[config.mk]
export PLATFORM = sky130hd
export DESIGN_NAME = link_enhance_subsys_regs
export DESIGN_NICKNAME = d
export VERILOG_FILES = /design/src/link_enhance_pkg.sv /design/src/link_enhance_subsys_regs.sv
export SDC_FILE = /design/constraint.sdc
export NUM_CORES = 1
export LEC_CHECK = 0
export ABC_AREA = 1
export BUFFER_PORTS_ARGS = -buffer_cell sky130_fd_sc_hd__buf_2
export CAP_MARGIN = 30
export CORE_MARGIN = 3
export CORE_UTILIZATION = 45
export CTS_CLUSTER_SIZE = 8
export DETAILED_ROUTE_END_ITERATION = 10
export PLACE_DENSITY_LB_ADDON = 0.15
export SYNTH_ARGS = -nofsm -noshare
export SYNTH_HDL_FRONTEND = slang
export SYNTH_SLANG_ARGS = --single-unit
[constraint.sdc]
create_clock -name sys_clk_i -period 4.38 [get_ports sys_clk_i]
set_input_delay 0.438 -clock sys_clk_i [delete_from_list [all_inputs] [get_ports sys_clk_i]]
set_output_delay 0.438 -clock sys_clk_i [all_outputs]
set_load 0.01 [all_outputs]
[src/link_enhance_pkg.sv]
// Package with offsets, field layout and reset values for link enhancement registers
package link_enhance_pkg;
   localparam logic [7:0] link_feature_control_off = 8'hf4;
   localparam logic [7:0] subsystem_id_alias_off = 8'hf8;
   localparam logic [31:0] link_feature_control_rst = 32'h0000_1000;
   localparam logic [31:0] subsystem_id_alias_rst = 32'h0000_0000;
   localparam int mpeg_stamp_fix_pos = 10;
   localparam int dv_stamp_fix_pos = 8;
   localparam int priority_req_pos = 7;
   localparam int accel_notify_pos = 1;
   localparam int dev_alias_lsb = 16;
   localparam int ven_alias_lsb = 0;
   // Bits held in storage: 15, 13:12 (no assigned function, kept as stored) and 10, 8, 7, 1
   localparam logic [31:0] link_feature_control_wmask = 32'h0000_b582;
   localparam logic [7:0] cip_fmt_mpeg = 8'h20;
   localparam logic [7:0] cip_fmt_dv = 8'h00;

   typedef struct packed {
      logic mpeg_stamp_fix_on;
      logic dv_stamp_fix_on;
      logic priority_req_on;
      logic accel_notify_on;
   } link_feature_t;

   typedef struct packed {
      logic [15:0] subsystem_device_alias;
      logic [15:0] subsystem_vendor_alias;
   } subsystem_id_t;
endpackage

[src/link_enhance_subsys_regs.sv]
// APB register bank for link enhancement control and subsystem access alias
//
// Function
// - Bits 11, 9 and 0 of link feature control read as zero.
// - Bits 5 to 2 of link feature control read as zero.
// - Bit 10 enables stamp fix for transmitted streams with format 20h.
// - Bit 8 enables stamp fix for transmitted streams with format 00h.
// - Bit 7 makes the link answer requests using priority arbitration.
// - Bit 6 is unassigned and read only.
// - Link feature control bits loadable at init from EEPROM enhancements field.
// - Bit 1 tells the PHY the link supports acceleration features.
// - A write to subsystem alias copies into subsystem identification registers.
// - Last written subsystem alias value reads back unchanged.
// - Device alias in bits 31:16, vendor alias in 15:0, both writable.
// - Subsystem alias register sits at F8h and resets to zero.
// - Link feature control sits at F4h and resets to 00001000h.
`timescale 1ns/1ps
`default_nettype none
module link_enhance_subsys_regs
   import link_enhance_pkg::*;
(
   input wire logic sys_clk_i,
   input wire logic reset_i,
   input wire logic psel_i,
   input wire logic penable_i,
   input wire logic pwrite_i,
   input wire logic [7:0] paddr_i,
   input wire logic [31:0] pwdata_i,
   output logic [31:0] prdata_o,
   output logic pready_o,
   output logic pslverr_o,
   input wire logic eeprom_load_i,
   input wire logic [31:0] eeprom_enh_i,
   input wire logic [7:0] tx_cip_fmt_i,
   output logic tx_stamp_fix_o,
   output logic priority_arb_on_o,
   output logic phy_accel_notify_o,
   output logic [31:0] subsystem_id_o,
   output logic subsystem_id_load_o
);
   logic [31:0] feat_reg;
   logic [31:0] feat_next;
   logic [31:0] alias_reg;
   logic [31:0] alias_next;
   logic [31:0] prdata_reg;
   logic [31:0] prdata_next;
   logic pslverr_reg;
   logic pready_reg;
   logic stamp_reg;
   logic prio_reg;
   logic accel_reg;
   logic id_load_reg;
   logic [31:0] id_reg;
   logic [7:0] fmt_s1_reg;
   logic [7:0] fmt_s2_reg;
   logic load_s1_reg;
   logic load_s2_reg;
   logic [31:0] eep_s1_reg;
   logic [31:0] eep_s2_reg;
   logic load_seen_reg;
   link_feature_t feat_view;

   function automatic logic hit(input logic [7:0] a, input logic [7:0] off);
      hit = (a[7:2] == off[7:2]);
   endfunction

   wire setup_phase = psel_i && !penable_i;
   wire access_done = psel_i && penable_i && pready_reg;
   wire hit_feat = hit(paddr_i, link_feature_control_off);
   wire hit_alias = hit(paddr_i, subsystem_id_alias_off);
   wire wr_feat = access_done && pwrite_i && hit_feat;
   wire wr_alias = access_done && pwrite_i && hit_alias;
   wire unmapped = !(hit_feat || hit_alias);
   // EEPROM load on rising edge of synchronised strobe; bus write wins on tie
   wire eep_load = load_s2_reg && !load_seen_reg;
   wire [31:0] feat_wr = pwdata_i & link_feature_control_wmask;

   assign feat_view.mpeg_stamp_fix_on = feat_reg[mpeg_stamp_fix_pos];
   assign feat_view.dv_stamp_fix_on = feat_reg[dv_stamp_fix_pos];
   assign feat_view.priority_req_on = feat_reg[priority_req_pos];
   assign feat_view.accel_notify_on = feat_reg[accel_notify_pos];

   // Reserved positions never stored, so reads give zero
   assign feat_next = wr_feat ? feat_wr
      : eep_load ? (eep_s2_reg & link_feature_control_wmask)
      : feat_reg;
   assign alias_next = wr_alias ? pwdata_i : alias_reg;
   assign prdata_next = !(setup_phase && !pwrite_i) ? 32'h0000_0000
      : hit_feat ? feat_reg
      : hit_alias ? alias_reg
      : 32'h0000_0000;

   always_ff @(posedge sys_clk_i or posedge reset_i) begin
      if (reset_i) begin
         fmt_s1_reg <= 8'h00;
         fmt_s2_reg <= 8'h00;
         load_s1_reg <= 1'b0;
         load_s2_reg <= 1'b0;
         eep_s1_reg <= 32'h0000_0000;
         eep_s2_reg <= 32'h0000_0000;
         load_seen_reg <= 1'b0;
      end else begin
         fmt_s1_reg <= tx_cip_fmt_i;
         fmt_s2_reg <= fmt_s1_reg;
         load_s1_reg <= eeprom_load_i;
         load_s2_reg <= load_s1_reg;
         eep_s1_reg <= eeprom_enh_i;
         eep_s2_reg <= eep_s1_reg;
         load_seen_reg <= load_s2_reg;
      end
   end

   always_ff @(posedge sys_clk_i or posedge reset_i) begin
      if (reset_i) begin
         feat_reg <= link_feature_control_rst;
         alias_reg <= subsystem_id_alias_rst;
      end else begin
         feat_reg <= feat_next;
         alias_reg <= alias_next;
      end
   end

   // Ready one cycle into access phase: every transfer takes exactly two cycles
   always_ff @(posedge sys_clk_i or posedge reset_i) begin
      if (reset_i) begin
         pready_reg <= 1'b0;
         prdata_reg <= 32'h0000_0000;
         pslverr_reg <= 1'b0;
      end else begin
         pready_reg <= setup_phase;
         prdata_reg <= prdata_next;
         pslverr_reg <= setup_phase && unmapped;
      end
   end

   always_ff @(posedge sys_clk_i or posedge reset_i) begin
      if (reset_i) begin
         stamp_reg <= 1'b0;
         prio_reg <= 1'b0;
         accel_reg <= 1'b0;
         id_reg <= 32'h0000_0000;
         id_load_reg <= 1'b0;
      end else begin
         stamp_reg <= (feat_view.mpeg_stamp_fix_on && fmt_s2_reg == cip_fmt_mpeg)
            || (feat_view.dv_stamp_fix_on && fmt_s2_reg == cip_fmt_dv);
         prio_reg <= feat_view.priority_req_on;
         accel_reg <= feat_view.accel_notify_on;
         id_reg <= alias_next;
         id_load_reg <= wr_alias;
      end
   end

   assign prdata_o = prdata_reg;
   assign pready_o = pready_reg;
   assign pslverr_o = pslverr_reg;
   assign tx_stamp_fix_o = stamp_reg;
   assign priority_arb_on_o = prio_reg;
   assign phy_accel_notify_o = accel_reg;
   assign subsystem_id_o = id_reg;
   assign subsystem_id_load_o = id_load_reg;

   a_feat_reserved_zero: assert property (
      @(posedge sys_clk_i) disable iff (reset_i)
      (feat_reg & ~link_feature_control_wmask) == 32'h0000_0000)
      else $error("reserved feature bits nonzero");

   a_feat_low_reserved: assert property (
      @(posedge sys_clk_i) disable iff (reset_i)
      feat_reg[6:2] == 5'h00)
      else $error("feature bits 6:2 nonzero");

   a_mpeg_stamp_follow: assert property (
      @(posedge sys_clk_i) disable iff (reset_i)
      feat_reg[10] && fmt_s2_reg == 8'h20 |=> tx_stamp_fix_o)
      else $error("mpeg stamp fix missing");

   a_dv_stamp_follow: assert property (
      @(posedge sys_clk_i) disable iff (reset_i)
      !feat_reg[10] && fmt_s2_reg == 8'h00 |=> tx_stamp_fix_o == $past(feat_reg[8]))
      else $error("dv stamp fix wrong");

   a_prio_after_write: assert property (
      @(posedge sys_clk_i) disable iff (reset_i)
      wr_feat |=> ##1 priority_arb_on_o == $past(pwdata_i[7], 2))
      else $error("priority enable not applied");

   a_accel_after_write: assert property (
      @(posedge sys_clk_i) disable iff (reset_i)
      wr_feat |=> ##1 phy_accel_notify_o == $past(pwdata_i[1], 2))
      else $error("accel notify not applied");

   a_alias_mirror: assert property (
      @(posedge sys_clk_i) disable iff (reset_i)
      wr_alias |=> subsystem_id_load_o && subsystem_id_o == $past(pwdata_i))
      else $error("alias not mirrored");

   a_alias_readback: assert property (
      @(posedge sys_clk_i) disable iff (reset_i)
      setup_phase && !pwrite_i && hit_alias |=> prdata_o == $past(alias_reg))
      else $error("alias readback wrong");

   a_alias_stable: assert property (
      @(posedge sys_clk_i) disable iff (reset_i)
      !wr_alias |=> $stable(alias_reg))
      else $error("alias changed without write");

   a_ready_timing: assert property (
      @(posedge sys_clk_i) disable iff (reset_i)
      setup_phase |=> pready_o ##1 !pready_o)
      else $error("pready timing wrong");

   a_read_reserved_bits_zero: assert property (
      @(posedge sys_clk_i) disable iff (reset_i)
      setup_phase && !pwrite_i && hit_feat |=> !prdata_o[11] && !prdata_o[9] && !prdata_o[0])
      else $error("reserved feature bits read nonzero");

   a_read_low_zero: assert property (
      @(posedge sys_clk_i) disable iff (reset_i)
      setup_phase && !pwrite_i && hit_feat |=> prdata_o[5:2] == 4'h0)
      else $error("feature bits 5:2 read nonzero");

   a_bit6_unassigned: assert property (
      @(posedge sys_clk_i) disable iff (reset_i)
      feat_reg[6] == 1'b0)
      else $error("feature bit 6 stored");

   a_read_bit6_zero: assert property (
      @(posedge sys_clk_i) disable iff (reset_i)
      setup_phase && !pwrite_i && hit_feat |=> !prdata_o[6])
      else $error("feature bit 6 read nonzero");

   a_feat_upper_zero: assert property (
      @(posedge sys_clk_i) disable iff (reset_i)
      feat_reg[31:16] == 16'h0000)
      else $error("feature upper half nonzero");

   a_feat_readback: assert property (
      @(posedge sys_clk_i) disable iff (reset_i)
      setup_phase && !pwrite_i && hit_feat |=> prdata_o == $past(feat_reg))
      else $error("feature readback wrong");

   a_feat_write_lands: assert property (
      @(posedge sys_clk_i) disable iff (reset_i)
      wr_feat |=> feat_reg == ($past(pwdata_i) & link_feature_control_wmask))
      else $error("feature write not stored");

   a_feat_hold: assert property (
      @(posedge sys_clk_i) disable iff (reset_i)
      !wr_feat && !eep_load |=> $stable(feat_reg))
      else $error("feature changed without cause");

   a_eep_load_apply: assert property (
      @(posedge sys_clk_i) disable iff (reset_i)
      eep_load && !wr_feat |=> feat_reg == ($past(eep_s2_reg) & link_feature_control_wmask))
      else $error("eeprom load not applied");

   a_eep_edge_once: assert property (
      @(posedge sys_clk_i) disable iff (reset_i)
      eep_load |=> !eep_load)
      else $error("eeprom load repeated");

   a_stamp_none_off: assert property (
      @(posedge sys_clk_i) disable iff (reset_i)
      !feat_reg[10] && !feat_reg[8] |=> !tx_stamp_fix_o)
      else $error("stamp fix without enable");

   a_mpeg_needs_bit: assert property (
      @(posedge sys_clk_i) disable iff (reset_i)
      !feat_reg[10] && fmt_s2_reg == 8'h20 |=> !tx_stamp_fix_o)
      else $error("mpeg stamp fix while disabled");

   a_dv_needs_bit: assert property (
      @(posedge sys_clk_i) disable iff (reset_i)
      !feat_reg[8] && fmt_s2_reg == 8'h00 |=> !tx_stamp_fix_o)
      else $error("dv stamp fix while disabled");

   a_stamp_other_fmt: assert property (
      @(posedge sys_clk_i) disable iff (reset_i)
      fmt_s2_reg != 8'h20 && fmt_s2_reg != 8'h00 |=> !tx_stamp_fix_o)
      else $error("stamp fix for other format");

   a_prio_follow: assert property (
      @(posedge sys_clk_i) disable iff (reset_i)
      1'b1 |=> priority_arb_on_o == $past(feat_reg[7]))
      else $error("priority output off its bit");

   a_accel_follow: assert property (
      @(posedge sys_clk_i) disable iff (reset_i)
      1'b1 |=> phy_accel_notify_o == $past(feat_reg[1]))
      else $error("accel output off its bit");

   a_alias_write_lands: assert property (
      @(posedge sys_clk_i) disable iff (reset_i)
      wr_alias |=> alias_reg == $past(pwdata_i))
      else $error("alias write not stored");

   a_dev_alias_field: assert property (
      @(posedge sys_clk_i) disable iff (reset_i)
      wr_alias |=> subsystem_id_o[31:16] == $past(pwdata_i[31:16]))
      else $error("device alias field wrong");

   a_ven_alias_field: assert property (
      @(posedge sys_clk_i) disable iff (reset_i)
      wr_alias |=> subsystem_id_o[15:0] == $past(pwdata_i[15:0]))
      else $error("vendor alias field wrong");

   a_id_load_pulse: assert property (
      @(posedge sys_clk_i) disable iff (reset_i)
      subsystem_id_load_o |=> !subsystem_id_load_o)
      else $error("id load longer than one cycle");

   a_id_load_cause: assert property (
      @(posedge sys_clk_i) disable iff (reset_i)
      subsystem_id_load_o |-> $past(wr_alias))
      else $error("id load without alias write");

   a_id_tracks_alias: assert property (
      @(posedge sys_clk_i) disable iff (reset_i)
      subsystem_id_o == alias_reg)
      else $error("id differs from alias");

   a_unmapped_err: assert property (
      @(posedge sys_clk_i) disable iff (reset_i)
      setup_phase && unmapped |=> pslverr_o && prdata_o == 32'h0000_0000)
      else $error("unmapped access not refused");

   a_mapped_no_err: assert property (
      @(posedge sys_clk_i) disable iff (reset_i)
      setup_phase && !unmapped |=> !pslverr_o)
      else $error("mapped access refused");

   a_err_with_ready: assert property (
      @(posedge sys_clk_i) disable iff (reset_i)
      pslverr_o |-> pready_o)
      else $error("error without ready");

   a_idle_rdata_zero: assert property (
      @(posedge sys_clk_i) disable iff (reset_i)
      !pready_o |-> prdata_o == 32'h0000_0000)
      else $error("read data outside access");

   a_write_rdata_zero: assert property (
      @(posedge sys_clk_i) disable iff (reset_i)
      setup_phase && pwrite_i |=> prdata_o == 32'h0000_0000)
      else $error("read data during write");

   a_ready_after_setup: assert property (
      @(posedge sys_clk_i) disable iff (reset_i)
      pready_o |-> $past(setup_phase))
      else $error("ready without setup");

   a_unmapped_no_store: assert property (
      @(posedge sys_clk_i) disable iff (reset_i)
      setup_phase && unmapped |=> ##1 $stable(alias_reg))
      else $error("unmapped write stored");
endmodule
`default_nettype wire

==> metrics.md <==
| Metric | Value |
|---|---|
| Setup crit end kind | flip-flop |
| Post-Syn Area per Cell | 10.5 µm² |
| Ys Warns | 0 |
| Clk pwr share | 34.4% |
| Synth Register Bits | 110 |
| Comb power frac | 5.6% |
| Number of flops mapped to enable cells by yosys | 0 |
| # rows | 33 |
| Die Height | 99.5 µm |
| Crit path max fanout | 41 |
| Final setup TNS | 0 ns |
| CP most frequent cell | nand2_1 |
| Final net count | 588 |
| First-pass GRT wire length | 13,500 µm |
| WP buf/inv | 2 |
| Hold Violations, Final | 0 |
| Worst EP arrival | 2.48 ns |
| Area share of the largest cell type after synthesis | 69.4% |
| R2R depth | 6 |
| Hold_buf cts | 0 |
| HP Class | in -> async |
| Worst Setup Start Kind | input port |
| Most numerous cell in the Yosys netlist | dfrtp_1 |
| Final period util | 50.9% |
| Data required, critical path | 4.63 ns |
| Power Dens Cells | 365 nW/µm² |
| Port Buffer Count | 128 |
| Cell Chain, Critical Path | buf_2 > nand2_1 > inv_2 > nand2_2 > nor2_4 > nand2_2 > nand2_1 > nand2_1 |
| Top FF cell, synth | dfrtp_1 |
| WS Path Type | in -> reg |
| MaxCap Viol Count | 0 |
| Clock Latency Late Sink | 0.36 ns |
| Seq pwr share | 59.9% |
| Minimum clock period | 2.23 ns |
| Synth area leaders | dfrtp_1 (69%), nand2_1 (9.5%), nand3_1 (6.0%), inv_1 (4.4%), nor2_1 (2.8%) |
| H-tree depth | 3 |
| Reg2reg start | pready_o |
| CP max stage cell | nor2_4 |
| CTS Buf Count | 9 |
| Max Slew Vio Count | 0 |
| Die width | 99.5 µm |
| Final setup viols | 0 |
| Worst reg2reg path endpoint | alias_reg[14] |
| Diodes inserted | 0 |
| # clock sinks | 110 |
| Post_cts resized | 0 |
| Status | complete, no violations |
| 1st-pass router iterations | 4 |
| Post-synth top cells | dfrtp_1 (109), nand2_1 (99), nand3_1 (47) |
| Sequential-to-total area share from yosys stat | 70.1% |
| Antenna violations before repair | 0 |
| Maximum vdd drop | 226 µV |
| Worst-path clk slew | 0.11 ns |
| Switch share | 23.6% |
| Max stage delay on crit path | 0.72 ns |
| Placer congestion estimate | 0.804 |
| Grt ovf | 0 |
| Synthesized Nets | 460 |
| Max_slew headroom | 35.6% |
| Worst-Margin Slew | 0.964 ns |
| DIE AREA | 9890 µm² |
| Final WL | 8400 µm |
| Achievable clock frequency | 0.449 GHz |
| Antenna violation net count after detailed routing | 0 |
| Vias in the first global route | 2,811 |
| Mapped Cells | 374 |
| Starting Density | 47.1% |
| Core footprint | 8340 µm² |
| Post-DP HPWL | 5720 µm |
| Post-synth ARST share | 100% |
| DRC violation count after routing | 0 |
| I/O pin cnt | 156 |
| Post-DR vias/cell | 4.73 |
| Wire per inst | 13.8 µm |
| GRT Total Usage | 17.4% |
| Skew final | 0.0108 ns |
| Area leader, netlist | dfrtp_1 |
| Max Buffers Root-to-Sink | 2 |
| Synth-to-layout area growth | 23.3% |
| First DRT Iteration DRCs | 143 |
| Placed Instance Area | 4650 µm² |
| Crit. Startpoint | paddr_i[4] |
| Post-layout instance area | 4850 µm² |
| Pin count of the biggest net entering global routing | 47 |
| Cell family with most CP delay | simple AND/OR/NAND/NOR gates |
| Post-CTS setup buffer count | 0 |
| Netlist cell types | 19 |
| RSZ-0062 raised after global routing | no |
| Cell internal pwr | 0.00135 W |
| Synth Cell Area | 3930 µm² |
| Psw | 0.000418 W |
| Share of cells above drive strength 1 | 31.4% |
| Leakage | 2.74 nW |
| Vias | 2,893 |
| Root Driver | clkbuf_8 |
| R2r setup slk | 2.32 ns |
| CTS tree | built |
-- metal layers --
metal	up-vias	GRT usage, %	share of wire [%]
met4	0	6.09	1.4
met5	-	0	0
met3	9	3.72	6.0
met1	1397	22.4	42
li1	1403	-	-
met2	84	29.3	50
-- through the flow --
stage               hold WS, ns  setup slack, ns  instances  total power (W)  util (%)
floorplan                 0.331             1.04        374          0.00113         -
global placement          0.333             1.75        595          0.00118      55.4
detailed placement        0.335             1.73        596          0.00118      55.8
CTS                       0.126             2.12        611          0.00179      58.1
global route              0.133             1.85        611          0.00185      58.1
finish                    0.109             2.15        611          0.00177      58.1
-- worst register-to-register path, stage by stage (launching register included) --
cell and delay (ns):
dfrtp_1 0.35, nand2_1 0.09, nor2_4 0.39, buf_4 0.36, nand2_2 0.48, nand2_1 0.21, nand2_1 0.08
-- how the worst max path moves through the flow --
stage | slack [ns] | endpoint | cells past startpoint
after floorplan | 1.04 | alias_reg[0] | 1
after global placement | 1.75 | alias_reg[7] | 8
after detailed placement | 1.73 | alias_reg[28] | 8
after CTS | 2.12 | alias_reg[21] | 8
after global routing | 1.85 | alias_reg[15] | 8
final | 2.15 | alias_reg[14] | 8
-- layout make-up --
class | count | area [µm²]
clock inverters | 6 | 72.6
flip-flops and latches | 110 | 2750
well taps | 105 | 131
clock buffers | 9 | 124
multi-input cells | 202 | 900
inverters | 48 | 183
repair buffers | 131 | 683
fillers | 774 | 3490
-- cell usage in the layout, fill, tap and decap left out --
master      count
nand3_1        47
dfstp_2         1
dfrtp_1       109
buf_16          1
inv_4           1
nand2_1        99
buf_2         128
clkinvlp_4      1
o2111ai_1       1
nand4_1         7
clkbuf_8        9
a21oi_1         1
buf_4           2
bufinv_16       1
inv_6           1
nor2_1         29
inv_2           2
o21ai_0         8
or3_1           1
nor2_2          1
nand2_2         3
inv_1          45
clkinv_4        3
nand3_2         1
nor2_4          4
-- kinds of logic (layout without fill, tap and decap cells) --
kind of cell	after synthesis	after routing	share of synthesized area, %
AO/OA/AOI/OAI	10	10	1.37
AND/OR/NAND/NOR	192	192	21.5
flip-flops	110	110	70.1
buffers and inverters	62	194	7.07
-- power by group through the flow --
stage / combinational [W] / clock (W) / sequential [W]
after global routing: 0.000115 / 0.000672 / 0.00106
after floorplan: 0.0000467 / 0 / 0.00108
after CTS: 0.000103 / 0.000627 / 0.00106
after global placement: 0.0000962 / 0 / 0.00108
final: 0.0000995 / 0.000610 / 0.00106
after detailed placement: 0.000102 / 0 / 0.00108
(Power assumes the default switching activity.)
